`src/rtl/coarse_phase_pkg.sv`:
```
// shared constants for the coarse phase window configuration block
package coarse_phase_pkg;
  localparam int ADDR_W = 8;
  localparam int DATA_W = 8;
  localparam int ERR_W = 15;
  localparam int TRK_W = 14;
  localparam int LIM_W = 13;
  localparam logic [ADDR_W-1:0] CFG_OFS = 8'h74;
  localparam logic [ADDR_W-1:0] STAT_OFS = 8'h75;
  localparam logic [ADDR_W-1:0] MASK_OFS = 8'h76;
  localparam logic [ADDR_W-1:0] STATE_OFS = 8'h77;
  localparam logic [DATA_W-1:0] CFG_RST = 8'he5;
  localparam logic [DATA_W-1:0] MASK_RST = 8'h00;
  localparam int LOSS_EN_BIT = 7;
  localparam int WIDE_EN_BIT = 6;
  localparam int MULTI_BIT = 5;
  localparam int CODE_LSB = 0;
  localparam int CODE_W = 4;
  localparam logic [3:0] CODE_SAT = 4'hc;
  localparam logic [LIM_W-1:0] LIM_MAX = 13'h1fff;
  localparam logic [LIM_W-1:0] LIM_ONE_UI = 13'h0001;
  localparam int EV_LOSS_SET = 0;
  localparam int EV_LOSS_CLR = 1;
  localparam int EV_W = 2;
endpackage

```
`src/rtl/coarse_range_decode.sv`:
```
// range code to coarse tracking limit in UI
`timescale 1ns/1ps
module coarse_range_decode (
  input wire logic [3:0] code_i,    // coarse range code
  output logic [12:0] limit_o       // limit in UI, 2^(n+1)-1 saturating
);
  always_comb begin
    if (code_i >= coarse_phase_pkg::CODE_SAT) begin
      limit_o = coarse_phase_pkg::LIM_MAX;
    end else begin
      limit_o = 13'((14'h0002 << code_i) - 14'h0001);
    end
  end
endmodule

```
`src/rtl/coarse_phase_window.sv`:
```
// coarse phase window configuration register and coarse phase-loss path
// Notes on behaviour
// - loss enable off: coarse detector never flags loss
// - loss enable on: flag when error exceeds limit
// - multi-cycle bit off clips loop error to 1UI
// - position still tracked wide when wide-range on
// - code n gives 2^(n+1)-1 UI, 12+ 8191
//
// Decided for this implementation: strobed register access.
`timescale 1ns/1ps
module coarse_phase_window (
  input wire logic clk_i,                // 50 MHz system clock
  input wire logic sys_rst_i,            // async reset, active high
  input wire logic [7:0] addr_i,         // register address
  input wire logic [7:0] wdata_i,        // write data
  input wire logic wr_i,                 // write strobe
  input wire logic rd_i,                 // read strobe
  output logic [7:0] rdata_o,            // read data, cycle after rd_i
  input wire logic signed [14:0] phase_err_i, // raw coarse phase error, UI
  output logic signed [13:0] track_o,    // tracked input phase position, UI
  output logic signed [13:0] loop_err_o, // phase error fed to the loop, UI
  output logic phase_loss_o,             // coarse phase-loss indication
  output logic irq_o                     // level interrupt
);
  logic [7:0] cfg_ff, nxt_cfg;
  logic [1:0] stat_ff, nxt_stat;
  logic [1:0] mask_ff, nxt_mask;
  logic [7:0] rdata_ff, nxt_rdata;
  logic signed [13:0] track_ff, nxt_track;
  logic signed [13:0] loop_ff, nxt_loop;
  logic loss_ff, nxt_loss;
  logic [12:0] range_lim;
  logic [12:0] eff_lim;
  logic [14:0] err_mag;
  logic [1:0] ev;
  logic loss_en, wide_en, multi_en;

  assign loss_en = cfg_ff[coarse_phase_pkg::LOSS_EN_BIT];
  assign wide_en = cfg_ff[coarse_phase_pkg::WIDE_EN_BIT];
  assign multi_en = cfg_ff[coarse_phase_pkg::MULTI_BIT];

  coarse_range_decode u_dec (
    .code_i (cfg_ff[coarse_phase_pkg::CODE_LSB +: coarse_phase_pkg::CODE_W]),
    .limit_o (range_lim)
  );

  // abs of the most negative value still fits as an unsigned 15-bit count
  assign err_mag = phase_err_i[14] ? 15'(-phase_err_i) : 15'(phase_err_i);
  // without the wide detector the window is a single UI
  assign eff_lim = wide_en ? range_lim : coarse_phase_pkg::LIM_ONE_UI;

  always_comb begin
    // position clamped to the active window
    if (err_mag > {2'b00, eff_lim}) begin
      nxt_track = phase_err_i[14] ? -$signed({1'b0, eff_lim}) : $signed({1'b0, eff_lim});
    end else begin
      nxt_track = 14'(phase_err_i);
    end
    if (multi_en) begin
      nxt_loop = nxt_track;
    end else if (nxt_track > 14'sd1) begin
      nxt_loop = 14'sd1;
    end else if (nxt_track < -14'sd1) begin
      nxt_loop = -14'sd1;
    end else begin
      nxt_loop = nxt_track;
    end
    nxt_loss = loss_en && (err_mag > {2'b00, range_lim});
  end

  assign ev[coarse_phase_pkg::EV_LOSS_SET] = nxt_loss && !loss_ff;
  assign ev[coarse_phase_pkg::EV_LOSS_CLR] = !nxt_loss && loss_ff;

  always_comb begin
    nxt_cfg = cfg_ff;
    nxt_mask = mask_ff;
    nxt_stat = stat_ff;
    nxt_rdata = 8'h00;
    if (wr_i && addr_i == coarse_phase_pkg::CFG_OFS) begin
      nxt_cfg = wdata_i;
    end
    if (wr_i && addr_i == coarse_phase_pkg::MASK_OFS) begin
      nxt_mask = wdata_i[1:0];
    end
    if (wr_i && addr_i == coarse_phase_pkg::STAT_OFS) begin
      nxt_stat = stat_ff & ~wdata_i[1:0];
    end
    // a new event beats a simultaneous clear
    nxt_stat = nxt_stat | ev;
    if (rd_i) begin
      unique case (addr_i)
        coarse_phase_pkg::CFG_OFS: nxt_rdata = cfg_ff;
        coarse_phase_pkg::STAT_OFS: nxt_rdata = {6'h00, stat_ff};
        coarse_phase_pkg::MASK_OFS: nxt_rdata = {6'h00, mask_ff};
        coarse_phase_pkg::STATE_OFS: nxt_rdata = {7'h00, loss_ff};
        default: nxt_rdata = 8'h00;
      endcase
    end
  end

  always_ff @(posedge clk_i or posedge sys_rst_i) begin
    if (sys_rst_i) begin
      cfg_ff <= coarse_phase_pkg::CFG_RST;
      mask_ff <= coarse_phase_pkg::MASK_RST[1:0];
      stat_ff <= 2'h0;
      rdata_ff <= 8'h00;
      track_ff <= 14'sh0000;
      loop_ff <= 14'sh0000;
      loss_ff <= 1'b0;
    end else begin
      cfg_ff <= nxt_cfg;
      mask_ff <= nxt_mask;
      stat_ff <= nxt_stat;
      rdata_ff <= nxt_rdata;
      track_ff <= nxt_track;
      loop_ff <= nxt_loop;
      loss_ff <= nxt_loss;
    end
  end

  assign rdata_o = rdata_ff;
  assign track_o = track_ff;
  assign loop_err_o = loop_ff;
  assign phase_loss_o = loss_ff;
  assign irq_o = |(stat_ff & mask_ff);

  // per status bit; an event in the clearing cycle must survive the clear
  for (genvar b = 0; b < coarse_phase_pkg::EV_W; b++) begin : g_stat

  end
endmodule

```
`config.mk`:
```
export PLATFORM = sky130hd
export DESIGN_NAME = coarse_phase_window
export DESIGN_NICKNAME = d
export VERILOG_FILES = /design/src/rtl/coarse_phase_pkg.sv /design/src/rtl/coarse_range_decode.sv /design/src/rtl/coarse_phase_window.sv
export SDC_FILE = /design/constraint.sdc
export NUM_CORES = 1
export LEC_CHECK = 0
export ABC_AREA = 1
export BUFFER_PORTS_ARGS = -buffer_cell sky130_fd_sc_hd__buf_2
export CORE_MARGIN = 10
export CORE_UTILIZATION = 55
export CTS_CLUSTER_DIAMETER = 60
export DETAILED_ROUTE_END_ITERATION = 8
export GPL_TIMING_DRIVEN = 0
export HOLD_SLACK_MARGIN = 0.03
export PLACE_DENSITY = 0.92
export SYNTH_ARGS = -nofsm -noshare
export SYNTH_HDL_FRONTEND = slang
export SYNTH_SLANG_ARGS = --single-unit
```
`constraint.sdc`:
```
create_clock -name clk_i -period 5.3 [get_ports clk_i]
set_clock_uncertainty 0.2 [all_clocks]
set_input_delay 0.795 -clock clk_i [delete_from_list [all_inputs] [get_ports clk_i]]
set_output_delay 0.795 -clock clk_i [all_outputs]
set_load 0.005 [all_outputs]
```
# Word-level counts from Yosys, hierarchy flattened
# Index checks and enable logic that the tools add are counted.
# word_totals
regBits,49
input_bits,35
output_inout_bits,38
# classes
n_addsub,3
magnitude_cmp,5
eq_ne,4
shifts,1
n_mux,11
bitwise,4
n_reduce_logical,9
# op_table
op,n
2-to-1 mux 14 bit,5
"== test 8 x 7 -> 1 bit, second input constant",4
one-hot mux 8 bit (4 select lines),1
greater-than comparator 15 x 13 -> 1 bit,2
2-to-1 mux 13 bit,2
2-to-1 mux 15 bit,1
negation 15 bit,1
"greater-than comparator 14 x 2 -> 1 bit, second input constant",1
"less-than comparator 14 x 1 -> 1 bit, second input constant",1
negation 13 -> 14 bit,1
"left shift 2 x 4 -> 13 bit, first input constant",1
"subtractor 13 x 1 -> 13 bit, second input constant",1
2-to-1 mux 8 bit,1
logical AND 1 bit,6
AND 2 bit,2
">= comparator 4 bit, second input constant",1
logical NOT 1 bit,2
2-to-1 mux 2 bit,1
NOT 2 bit,1
bitwise OR 2 bit,1
OR reduction 2 bit,1

# Depth between registers and ports, before layout
# Gate-level depths: netlist (run 1).
# logic_depth
ltp_word,11
depth_mapped,32

# By module
# From an unflattened synthesis (run 1), not the netlist that was laid out.
# unflattened
cells_unflattened,499
area_unflattened_um2,3641.0
# modules_own_cells
module,n_inst,cells_per_inst,area_each_um2,seq_area_each_um2
coarse_phase_window,1,454,3414.5,1232.4
coarse_range_decode,1,45,226.5,0.0

# Worst setup path before layout (run 1)
# No wires, ideal clock.
# synth_path
kind,input to register
from,input phase_err_i[1]
to,"register loop_ff[3], in the netlist loop_err_o[3]"
setup_ps,113
t_arrival_ps,4058
t_required_ps,4987
path_slack_ps,929
path_stages,28
n_path_buf,2
cell_sequence,inv_1 ha_1 nand2_1 nor2_1 nand2_1 nor3_1 nor2_1 xor2_1 ha_1 nand2_1 nor2_1 a211oi_1 nor2_1 nor2_2 nand2_2 nand2_4 buf_8 nand2_1 o21ai_1 nand4_1 nor2_1 nand4_1 ha_1 nand2_1 clkbuf_1 nand2_1 nand2_1 inv_1
# synth_between
elab_chain_cells,8
# synth_lines
element,line,text
from (decl),coarse_phase_window.sv:19,"input wire logic signed [14:0] phase_err_i,"
negation 15 bit,coarse_phase_window.sv:48,assign err_mag = phase_err_i[14] ? 15'(-phase_err_i) : 15'(phase_err_i);
2-to-1 mux 15 bit (*),coarse_phase_window.sv:48,
greater-than comparator 15 x 13 -> 1 bit (*),coarse_phase_window.sv:54,"if (err_mag > {2'b00, eff_lim}) begin"
2-to-1 mux 14 bit (*),coarse_phase_window.sv:54,
net nxt_track[13],coarse_phase_window.sv:29,"logic signed [13:0] track_ff, nxt_track;"
less-than comparator 14 x 1 -> 1 bit,coarse_phase_window.sv:63,end else if (nxt_track < -14'sd1) begin
2-to-1 mux 14 bit,coarse_phase_window.sv:63,
2-to-1 mux 14 bit (*),coarse_phase_window.sv:61,end else if (nxt_track > 14'sd1) begin
2-to-1 mux 14 bit (*),coarse_phase_window.sv:59,if (multi_en) begin
net nxt_loop[3],coarse_phase_window.sv:30,"logic signed [13:0] loop_ff, nxt_loop;"
to (signal assigned),coarse_phase_window.sv:116,loop_ff <= nxt_loop;
to (decl),coarse_phase_window.sv:30,
# Mark *: on every way through the listed nets, which the timed path passes. The rest lies on a longest branch.
# A chain may end at the register's enable or synchronous reset.

# Final worst setup path (run 1)
# layout_path
from,input phase_err_i[0]
to,"register loop_ff[3], in the netlist loop_err_o[3]"
# The elaborated chain is that of the path after synthesis.

==> run summary, run 1 <==
Synth Cell Area: 0.003441 mm^2
Int Power: 593.0 uW
Top cells by area, synth: dfrtp_1 32%, nand2_1 11%, ha_1 9.8%
Distinct cells, synth: 42
Pwr dens: 218.9 mW/mm^2
Combinational group share of total power: 28.8%
Crit start category: primary input
# IOs: 73
Core region area: 0.005991 mm^2
CTS buffer count: 5
Top cell type's share of synthesized area: 32.00%
Switch share: 32.43%
Die H: 99.10 um
Worst IR drop on VDD: 0.2052 mV
Via count: 3168
DRT iter0 DRCs: 213
Ys Warns: 0
Seq cells post-synth: 49
Clock latency on the worst-skew pair: 290 ps
Max stage delay cell, worst path: ha_1
Syn_area_per_cell: 7.546 um^2
Layout cells sized above 1: 24.81%
Cells after synthesis: 456
Die width: 99.10 um
WP data arrival: 4900 ps
Sequential fraction of the synthesis area: 35.82%
Most common cell after layout, fill and taps aside: nand2_1
Clock transition at the registers of the reported paths: 90 ps
CP max stage delay: 320 ps
Placement Setup Slack: 9.997 ps
Wirelength, routed: 8547 um
Post-route cell area: 0.004010 mm^2
Outcome: completed
Total of max-cap violations: 0
Hold WS: 304.2 ps
WL/cell: 13.99 um
Clock network power share: 24.4%
Worst setup margin: 403.9 ps
Seq pwr share: 46.8%
Setup-failing EPs final: 0
Dominant synthesized flop cell: dfrtp_1
Syn-to-layout area delta: 16.55%
First-pass GRT wire length: 14810 um
Largest net degree at the start of global routing: 29
Die ar.: 0.009820 mm^2
Post-synth EDFFs: 0
Yosys top cell by area: dfrtp_1
Clock Sinks: 49
Most frequent cells in the layout: 102 x nand2_1, 73 x buf_2, 64 x inv_1, 44 x dfrtp_1, 41 x nor2_1
Slew HR: 60.73%
Max-slew violation total from the final report: 0
FFs w/ async S/R, synth: 100.0%
Root Buffer: clkbuf_8
Post-DP HPWL: 7241 um
CP dominant cell by count: nand2_1
Post-CTS Hold Buffers: 0
# rows: 28
Pleak: 2.346 nW
Setup bufs post-CTS: 0
Initial antenna violation count: 0
Global Route Usage Sum: 17.42%
Sw power: 284.7 uW
Setup TNS: 0 ps
H-Tree Depth: 2
DRC viols: 0
DR pass1 iterations: 5
Syn nets: 518
Crit path required time: 5300 ps
CTS tree: built
Placer Congestion: 0.9818
Worst slew pin tran: 583.6 ps
Starting Density: 57.44%
GRT Residual Overflow: 0
Buffers on Ports: 71
Crit Path Max Fanout: 10
Tcrit/Tclk final: 92.38%
RSZ-0062 raised after global routing: false
Post-DRT Antenna Nets: 0
Number of global-route vias before repair: 3293
Final hold vios: 0
Crit path kind: primary input to register
Filler cells: 491
# diodes: 0
Clock buffer depth: 2
Hold crit path type: register to register
Placed Area: 0.003918 mm^2
Fmax: 204.2 MHz
CP Capture Type: register
Period minus WS final: 4896 ps
# nets final: 597
Via-to-Cell Ratio: 5.185
metrics by stage:
stage | std cells | power (mW) | utilization (%)
6_report | 611 | 0.8777 | 66.94
5_1_grt | 611 | 0.9361 | 66.94
4_1_cts | 611 | 0.8864 | 66.83
3_5_place_dp | 603 | 0.6706 | 65.39
3_3_place_gp | 602 | 0.6569 | 64.93
2_1_floorplan | 456 | 0.5829 | -
metal layers:
metal | vias to the layer above | global-route usage (%) | routed length (um)
met1 | 1462 | 19.77 | 3450
li1 | 1602 | - | -
met3 | 7 | 3.945 | 548
met2 | 97 | 32.41 | 4483
met5 | - | 0 | 0
met4 | 0 | 3.418 | 64
critical path: cells and delay by family:
kind                     cells  cell delay [ps]
AO/OA/AOI/OAI                2              390
buffers and inverters        5              610
adder cells (fa/ha/maj)      3              790
AND/OR/NAND/NOR             18             2010
XOR/XNOR                     1              290
power by group through the flow:
stage	clock network, mW	logic, mW	registers (mW)
2_1_floorplan	0	0.161	0.422
3_3_place_gp	0	0.240	0.417
3_5_place_dp	0	0.252	0.418
4_1_cts	0.221	0.254	0.411
5_1_grt	0.234	0.288	0.414
6_report	0.214	0.253	0.411
Yosys cell counts (all sizes together) (2+ instances only):
cell	count
nor3	3
buf	8
nand3b	2
xor2	20
a21oi	24
ha	27
a211oi	3
o211ai	3
or2	3
inv	72
nand2	120
nor4	4
nand4	7
xnor2	2
o21ai	19
nand3	30
o31ai	2
nor2	48
dfrtp	44
clkbuf	4
dfstp	5
path summary, 6_finish.rpt:
path                                 from       endpoint  slack [ps]  cells past startpoint
setup / recovery           phase_err_i[0]  loop_err_o[3]         400                     29
setup reg to reg                cfg_ff[3]  loop_err_o[3]         480                     31
max in group asynchronous       sys_rst_i     track_o[9]        4100                      3
min in group asynchronous       sys_rst_i     rdata_o[5]         310                      2
hold / removal                  cfg_ff[4]     rdata_o[4]         300                      2
hold reg to reg                 cfg_ff[4]     rdata_o[4]         300                      2
kinds of logic (layout without fill, tap and decap cells):
group / count (synthesis) / in the layout / share of synthesized area, %
buffers and inverters: 85 / 165 / 10.47
adder cells (fa/ha/maj): 27 / 27 / 9.818
XOR/XNOR: 22 / 22 / 5.600
AND/OR/NAND/NOR: 218 / 218 / 29.31
AO/OA/AOI/OAI: 55 / 55 / 8.982
flip-flops: 49 / 49 / 35.82
final cells by class:
class | instances | area (um^2) | area share, %
tap | 75 | 93.84 | 2.340
timing repair buffer | 72 | 382.9 | 9.548
buffer | 12 | 87.58 | 2.184
clock buffer | 6 | 72.57 | 1.810
inverter | 73 | 274.0 | 6.833
clock inverter | 2 | 13.76 | 0.3432
multi-input combinational | 322 | 1853 | 46.21
sequential | 49 | 1232 | 30.73
flip-flops by register name (all words and copies together), names as in the netlist:
register      flops
mask_ff           2
stat_ff           2
phase_loss_o      1
cfg_ff            8
loop_err_o       14
rdata_o           8
track_o          14
timing repair:
| action | 4_1_cts | 5_1_grt |
|---|---|---|
| hold endpoints to repair | 0 | 0 |
| gates resized for setup | 0 | 3 |
| setup endpoints to repair | 0 | 10 |
No activity file was read; power rests on OpenSTA's default activity.
==> run 2: changes to the inputs <==
--- a/config.mk
+++ b/config.mk
@@ -7,13 +7,15 @@
 export LEC_CHECK = 0
 export ABC_AREA = 1
 export BUFFER_PORTS_ARGS = -buffer_cell sky130_fd_sc_hd__buf_2
+export CELL_PAD_IN_SITES_DETAIL_PLACEMENT = 1
+export CELL_PAD_IN_SITES_GLOBAL_PLACEMENT = 1
 export CORE_MARGIN = 10
-export CORE_UTILIZATION = 55
+export CORE_UTILIZATION = 40
 export CTS_CLUSTER_DIAMETER = 60
 export DETAILED_ROUTE_END_ITERATION = 8
 export GPL_TIMING_DRIVEN = 0
 export HOLD_SLACK_MARGIN = 0.03
-export PLACE_DENSITY = 0.92
+export PLACE_DENSITY = 0.93
 export SYNTH_ARGS = -nofsm -noshare
 export SYNTH_HDL_FRONTEND = slang
 export SYNTH_SLANG_ARGS = --single-unit
==> run 2 against run 1 <==
Against the previous run: die area increased by 29%; global-route usage is 1.1 points lower; clock power up 9.3%; critical endpoint is now loop_err_o[10]; highest routed layer unchanged.
==> run summary, run 2 (same netlist as run 1, synthesis figures left out) <==
Total of max-cap violations: 0 (unchanged)
Outcome: completed
Slew HR: 60.20% (-0.53 points)
Period minus WS final: 4941 ps (+45.25 ps)
Crit start category: register
CP dominant cell by count: nand2_1
Post-DRT Antenna Nets: 0 (unchanged)
Clock latency on the worst-skew pair: 310 ps (+20 ps)
Max stage delay cell, worst path: dfrtp_1
Crit Path Max Fanout: 10 (unchanged)
Syn-to-layout area delta: 18.69%
# diodes: 0 (unchanged)
WP data arrival: 4950 ps (+50 ps)
Most common cell after layout, fill and taps aside: nand2_1
DRT iter0 DRCs: 96 (-55%)
GRT Residual Overflow: 0 (unchanged)
Clock Sinks: 49 (unchanged)
Via-to-Cell Ratio: 5.107 (-1.5%)
Most frequent cells in the layout: 102 x nand2_1, 73 x buf_2, 64 x inv_1, 44 x dfrtp_1, 41 x nor2_1
Pwr dens: 223.8 mW/mm^2 (+2.3%)
Fmax: 202.4 MHz (-0.92%)
Top cell family by delay on the critical path: simple AND/OR/NAND/NOR gates
First-pass GRT wire length: 17240 um (+16%)
Crit path required time: 5310 ps (about the same)
Worst IR drop on VDD: 0.1348 mV (-34%)
CP Buf/Inv Count: 7 (+2)
Post-DP HPWL: 9006 um (+24%)
DRC viols: 0 (unchanged)
Tcrit/Tclk final: 93.23% (+0.85 points)
Wirelength, routed: 10660 um (+25%)
Global Route Usage Sum: 16.32% (-1.1 points)
Pleak: 2.366 nW (+0.84%)
H-Tree Depth: 2 (unchanged)
Die ar.: 0.01271 mm^2 (+29%)
DR pass1 iterations: 4 (-1)
Root Buffer: clkbuf_8
Number of global-route vias before repair: 3552 (+7.9%)
Max-slew violation total from the final report: 0 (unchanged)
CP max stage delay: 360 ps (+40 ps)
CTS tree: built
WL/cell: 16.58 um (+18%)
Clock transition at the registers of the reported paths: 90 ps (about the same)
Setup-failing EPs final: 0 (unchanged)
Layout cells sized above 1: 25.65% (+0.84 points)
# nets final: 599 (+0.34%)
Buffers on Ports: 71 (unchanged)
Largest net degree at the start of global routing: 27 (-6.9%)
Worst slew pin tran: 591.6 ps (+7.943 ps)
Initial antenna violation count: 0 (unchanged)
Starting Density: 41.46% (-16 points)
Core Util, Final: 49.21% (-18 points)
Clock buffer depth: 2 (unchanged)
CP Capture Type: register
Hold WS: 305.3 ps (+1.177 ps)
Placer Congestion: 0.8902 (-9.3%)
CTS buffer count: 5 (unchanged)
Hold crit path type: primary input to asynchronous set/reset pin
Die H: 112.7 um (+14%)
Final hold vios: 0 (unchanged)
Crit path kind: register to register
# rows: 33 (+18%)
Core region area: 0.008299 mm^2 (+39%)
# IOs: 73 (unchanged)
Via count: 3284 (+3.7%)
Die width: 112.7 um (+14%)
## run 2: layout make-up
class | count | area [um^2]
fill | 1114 | 4215
multi-input combinational | 322 | 1862
sequential | 49 | 1232
timing repair buffer | 74 | 397.9
inverter | 73 | 274.0
tap | 105 | 131.4
buffer | 12 | 90.09
clock buffer | 6 | 82.58
clock inverter | 2 | 13.76
## run 2: per-layer routing
| layer | routed length, um | up-vias | GRT usage (%) |
|---|---|---|---|
| met5 | 0 | - | 0 |
| met4 | 195 | 0 | 4.738 |
| met3 | 525 | 17 | 4.120 |
| met2 | 5849 | 75 | 31.99 |
| met1 | 4088 | 1585 | 16.37 |
| li1 | - | 1607 | - |
## run 2: through the flow
stage          TNS [ps]  instance area, um^2  setup slack, ps  cells  power, mW
2_1_floorplan         0                 3441            929.4    456     0.5829
3_3_place_gp          0                 3928            32.51    632     0.6619
3_5_place_dp      -1593                 3955           -184.9    633     0.6861
4_1_cts               0                 4051            29.60    641     0.9203
5_1_grt          -462.9                 4084           -67.82    643     0.9725
6_report              0                 4084            358.7    643     0.9141
## run 2: power by group
group,internal (mW),switching [mW],leakage [nW]
clock network,0.106,0.129,0.0512
registers,0.403,0.0103,0.577
logic,0.0977,0.169,1.74
## run 2: worst reg2reg max path, delay by kind of cell (launching register included)
kind | cells | cell delay, ps
compound gates | 3 | 360
fa+ha+maj | 3 | 900
buf+inv | 7 | 890
simple gates | 16 | 2110
flops | 1 | 360
## run 2: repair_timing
action	CTS	global route
hold buffers	0	0
setup buffers	0	2
setup endpoints to repair	0	12
resized for setup	0	7
## run 2: worst paths after layout
kind | start | endpoint | slack [ps] | cells after the start
worst max-delay path | cfg_ff[3] | loop_err_o[10] | 360 | 29
worst min-delay path | sys_rst_i | track_o[0] | 310 | 2
worst max register to register | cfg_ff[3] | loop_err_o[10] | 360 | 29
worst min register to register | cfg_ff[4] | rdata_o[4] | 310 | 2
max in group asynchronous | sys_rst_i | track_o[7] | 4080 | 3
min in group clk_i | cfg_ff[4] | rdata_o[4] | 310 | 2
==> run 3: changes to the inputs <==
--- a/config.mk
+++ b/config.mk
@@ -18,4 +18,5 @@
 export PLACE_DENSITY = 0.93
 export SYNTH_ARGS = -nofsm -noshare
 export SYNTH_HDL_FRONTEND = slang
+export SYNTH_HIERARCHICAL = 1
 export SYNTH_SLANG_ARGS = --single-unit
==> run 3 against run 2 <==
Against the previous run: cell count increased by 6.8%; via count increased by 8.5%; sequential power increased by 1%; die area increased by 4.8%; setup slack improved by 3.8 ps; critical path depth decreased by 4; power increased by 1.6%; register-to-register slack improved by 240 ps; combinational power increased by 11%; critical path type is now primary input to register; critical endpoint is now loop_err_o[1]; largest cell class unchanged; largest power group unchanged.
==> run summary, run 3 <==
Placer Congestion: 0.9344 (+5.0%)
Post-DRT Antenna Nets: 0 (unchanged)
CTS buffer count: 5 (unchanged)
Max-slew violation total from the final report: 0 (unchanged)
First-pass GRT wire length: 18490 um (+7.2%)
Pleak: 2.510 nW (+6.1%)
Cells after synthesis: 499 (+9.4%)
Global Route Usage Sum: 17.13% (+0.81 points)
Number of global-route vias before repair: 3843 (+8.2%)
Clock transition at the registers of the reported paths: 90 ps (about the same)
Post-DP HPWL: 9536 um (+5.9%)
# nets final: 643 (+7.3%)
GR Util met3: 2.188% (-1.9 points)
Most frequent cells after synthesis: 135 x nand2_1, 68 x inv_1, 44 x dfrtp_1
GR peak layer: met2
Starting Density: 41.35% (-0.11 points)
Via-to-Cell Ratio: 5.188 (+1.6%)
Buffers on Ports: 72 (+1.4%)
Distinct cells, synth: 42 (unchanged)
Pwr dens: 218.4 mW/mm^2 (-2.4%)
# rows: 34 (+3.0%)
H-Tree Depth: 2 (unchanged)
Crit Path Max Fanout: 12 (+2)
Worst IR drop on VDD: 0.09305 mV (-31%)
Dominant synthesized flop cell: dfrtp_1
Root Buffer: clkbuf_8
Met2 Use GR: 31.54% (-0.45 points)
Worst slew pin tran: 645.9 ps (+54.31 ps)
DRC viols: 0 (unchanged)
Syn-to-layout area delta: 16.77%
Ys Warns: 6 (+6)
DR pass1 iterations: 4 (unchanged)
Crit path kind: primary input to register
Final hold vios: 0 (unchanged)
RSZ-0062 raised after global routing: false
Clock Sinks: 49 (unchanged)
Tcrit/Tclk final: 93.16% (about the same)
Worst setup margin: 362.4 ps (+3.755 ps)
Most common cell after layout, fill and taps aside: nand2_1
Layout cells sized above 1: 23.83% (-1.8 points)
Via count: 3564 (+8.5%)
FFs w/ async S/R, synth: 100.0% (unchanged)
Die width: 115.4 um (+2.4%)
Syn_area_per_cell: 7.297 um^2 (-3.3%)
Wirelength, routed: 11290 um (+5.9%)
Most common cell in the netlist: nand2_1
Total of max-cap violations: 0 (unchanged)
Sequential fraction of the synthesis area: 33.85% (-2.0 points)
Most frequent cells in the layout: 134 x nand2_1, 73 x buf_2, 67 x inv_1, 44 x dfrtp_1, 34 x nor2_1
Die H: 115.4 um (+2.4%)
Initial antenna violation count: 0 (unchanged)
Overall power after layout: 928.7 uW (+1.6%)
Crit path required time: 5300 ps (about the same)
Period minus WS final: 4938 ps (-3.755 ps)
Clock buffer depth: 2 (unchanged)
Placement Setup Slack: -372.6 ps (-187.8 ps)
Syn nets: 564 (+8.9%)
Post-synth EDFFs: 0 (unchanged)
Hold crit path type: primary input to asynchronous set/reset pin
Largest net degree at the start of global routing: 32 (+19%)
# IOs: 73 (unchanged)
DRT iter0 DRCs: 170 (+77%)
WP data arrival: 4930 ps (-20 ps)
Synth Cell Area: 0.003641 mm^2 (+5.8%)
Crit start category: primary input
Die ar.: 0.01332 mm^2 (+4.8%)
Top cell type's share of synthesized area: 30.24% (-1.8 points)
Top cells by area, synth: dfrtp_1 30%, nand2_1 14%, ha_1 10%
Setup-failing EPs final: 0 (unchanged)
CP Capture Type: register
Seq cells post-synth: 49 (unchanged)
Met1 Use GR: 19.56% (+3.2 points)
Core region area: 0.008806 mm^2 (+6.1%)
Yosys top cell by area: dfrtp_1
WL/cell: 16.44 um (-0.84%)
Fmax: 202.5 MHz (about the same)
CTS tree: built
Outcome: completed
Clock latency on the worst-skew pair: 300 ps (about the same)
# diodes: 0 (unchanged)
Setup bufs post-CTS: 0 (unchanged)
Slew HR: 56.61% (-3.6 points)
Filler cells: 1159 (+4.0%)
GRT Residual Overflow: 0 (unchanged)
[run 3: path summary, 6_finish.rpt]
check                                    start  slack, ps             to  cells past startpoint
max in group asynchronous            sys_rst_i       4050      cfg_ff[5]                      3
worst max-delay path            phase_err_i[0]        360  loop_err_o[1]                     25
worst min register to register       cfg_ff[7]        310      cfg_ff[7]                      2
worst max register to register       cfg_ff[1]        600  loop_err_o[1]                     25
worst min-delay path                 sys_rst_i        280     mask_ff[0]                      2
min in group clk_i                   cfg_ff[7]        310      cfg_ff[7]                      2
[run 3: stage by stage]
step	instance area [um^2]	hold slack, ps	utilization (%)	instances	TNS, ps
final	4252	281.7	48.28	687	0
after detailed placement	4156	292.0	47.20	680	-3581
after global placement	4136	276.5	46.97	679	-1888
after CTS	4240	290.4	48.15	687	0
after global routing	4252	295.6	48.28	687	0
after floorplan	3641	260.2	-	499	0
[run 3: timing repair]
action / 4_1_cts / 5_1_grt
setup endpoints to repair: 10 / 12
hold buffers: 0 / 0
cloned: 0 / 0
resized for setup: 0 / 3
[run 3: layout make-up]
cell class                      instances  area, um^2  share of cell area, %
Timing Repair Buffer                   73       380.4                  8.946
Clock buffer                            6       72.57                  1.707
Buffer                                 12       88.84                  2.089
Inverter                               78       292.8                  6.886
Tap cell                              108       135.1                  3.178
Sequential cell                        49        1232                  28.99
Multi-Input combinational cell        359        2034                  47.85
Clock inverter                          2       15.01                 0.3531
[run 3: worst max-delay path: stages]
cell and delay (ps):
buf_2 130, inv_1 160, ha_1 200, nand2_1 120
nor3_2 230, nand2_1 110, o31ai_2 240, o21ai_0 160
xor2_1 290, ha_1 330, a21o_1 190, nor3_2 180
nand2_2 110, nand2_4 110, buf_8 150, inv_2 50
o21ai_2 220, nand4_1 130, nor3_1 190, nand3_1 110
ha_1 320, nand2_2 200, nand2_1 90, nand2_1 70
inv_1 50
[run 3: power by group]
part           switching (mW)  internal [mW]  leakage (nW)
logic                   0.189          0.108          1.89
registers              0.0119          0.406         0.582
clock network           0.121         0.0930        0.0374
[run 3: logic make-up (layout without fill, tap and decap cells)]
family                   count (synthesis)  in the layout  synth area share, %
adder cells (fa/ha/maj)                 30             30                10.31
AO/OA/AOI/OAI                           62             62                9.313
buffers and inverters                   91            171                10.58
other                                    1              1               0.1030
XOR/XNOR                                21             21                5.051
AND/OR/NAND/NOR                        245            245                30.79
flip-flops                              49             49                33.85
[run 3: metal layers]
layer | wire [um] | up-vias
met4 | 297 | 0
met5 | 0 | -
li1 | - | 1739
met1 | 4668 | 1720
met2 | 5825 | 81
met3 | 501 | 24
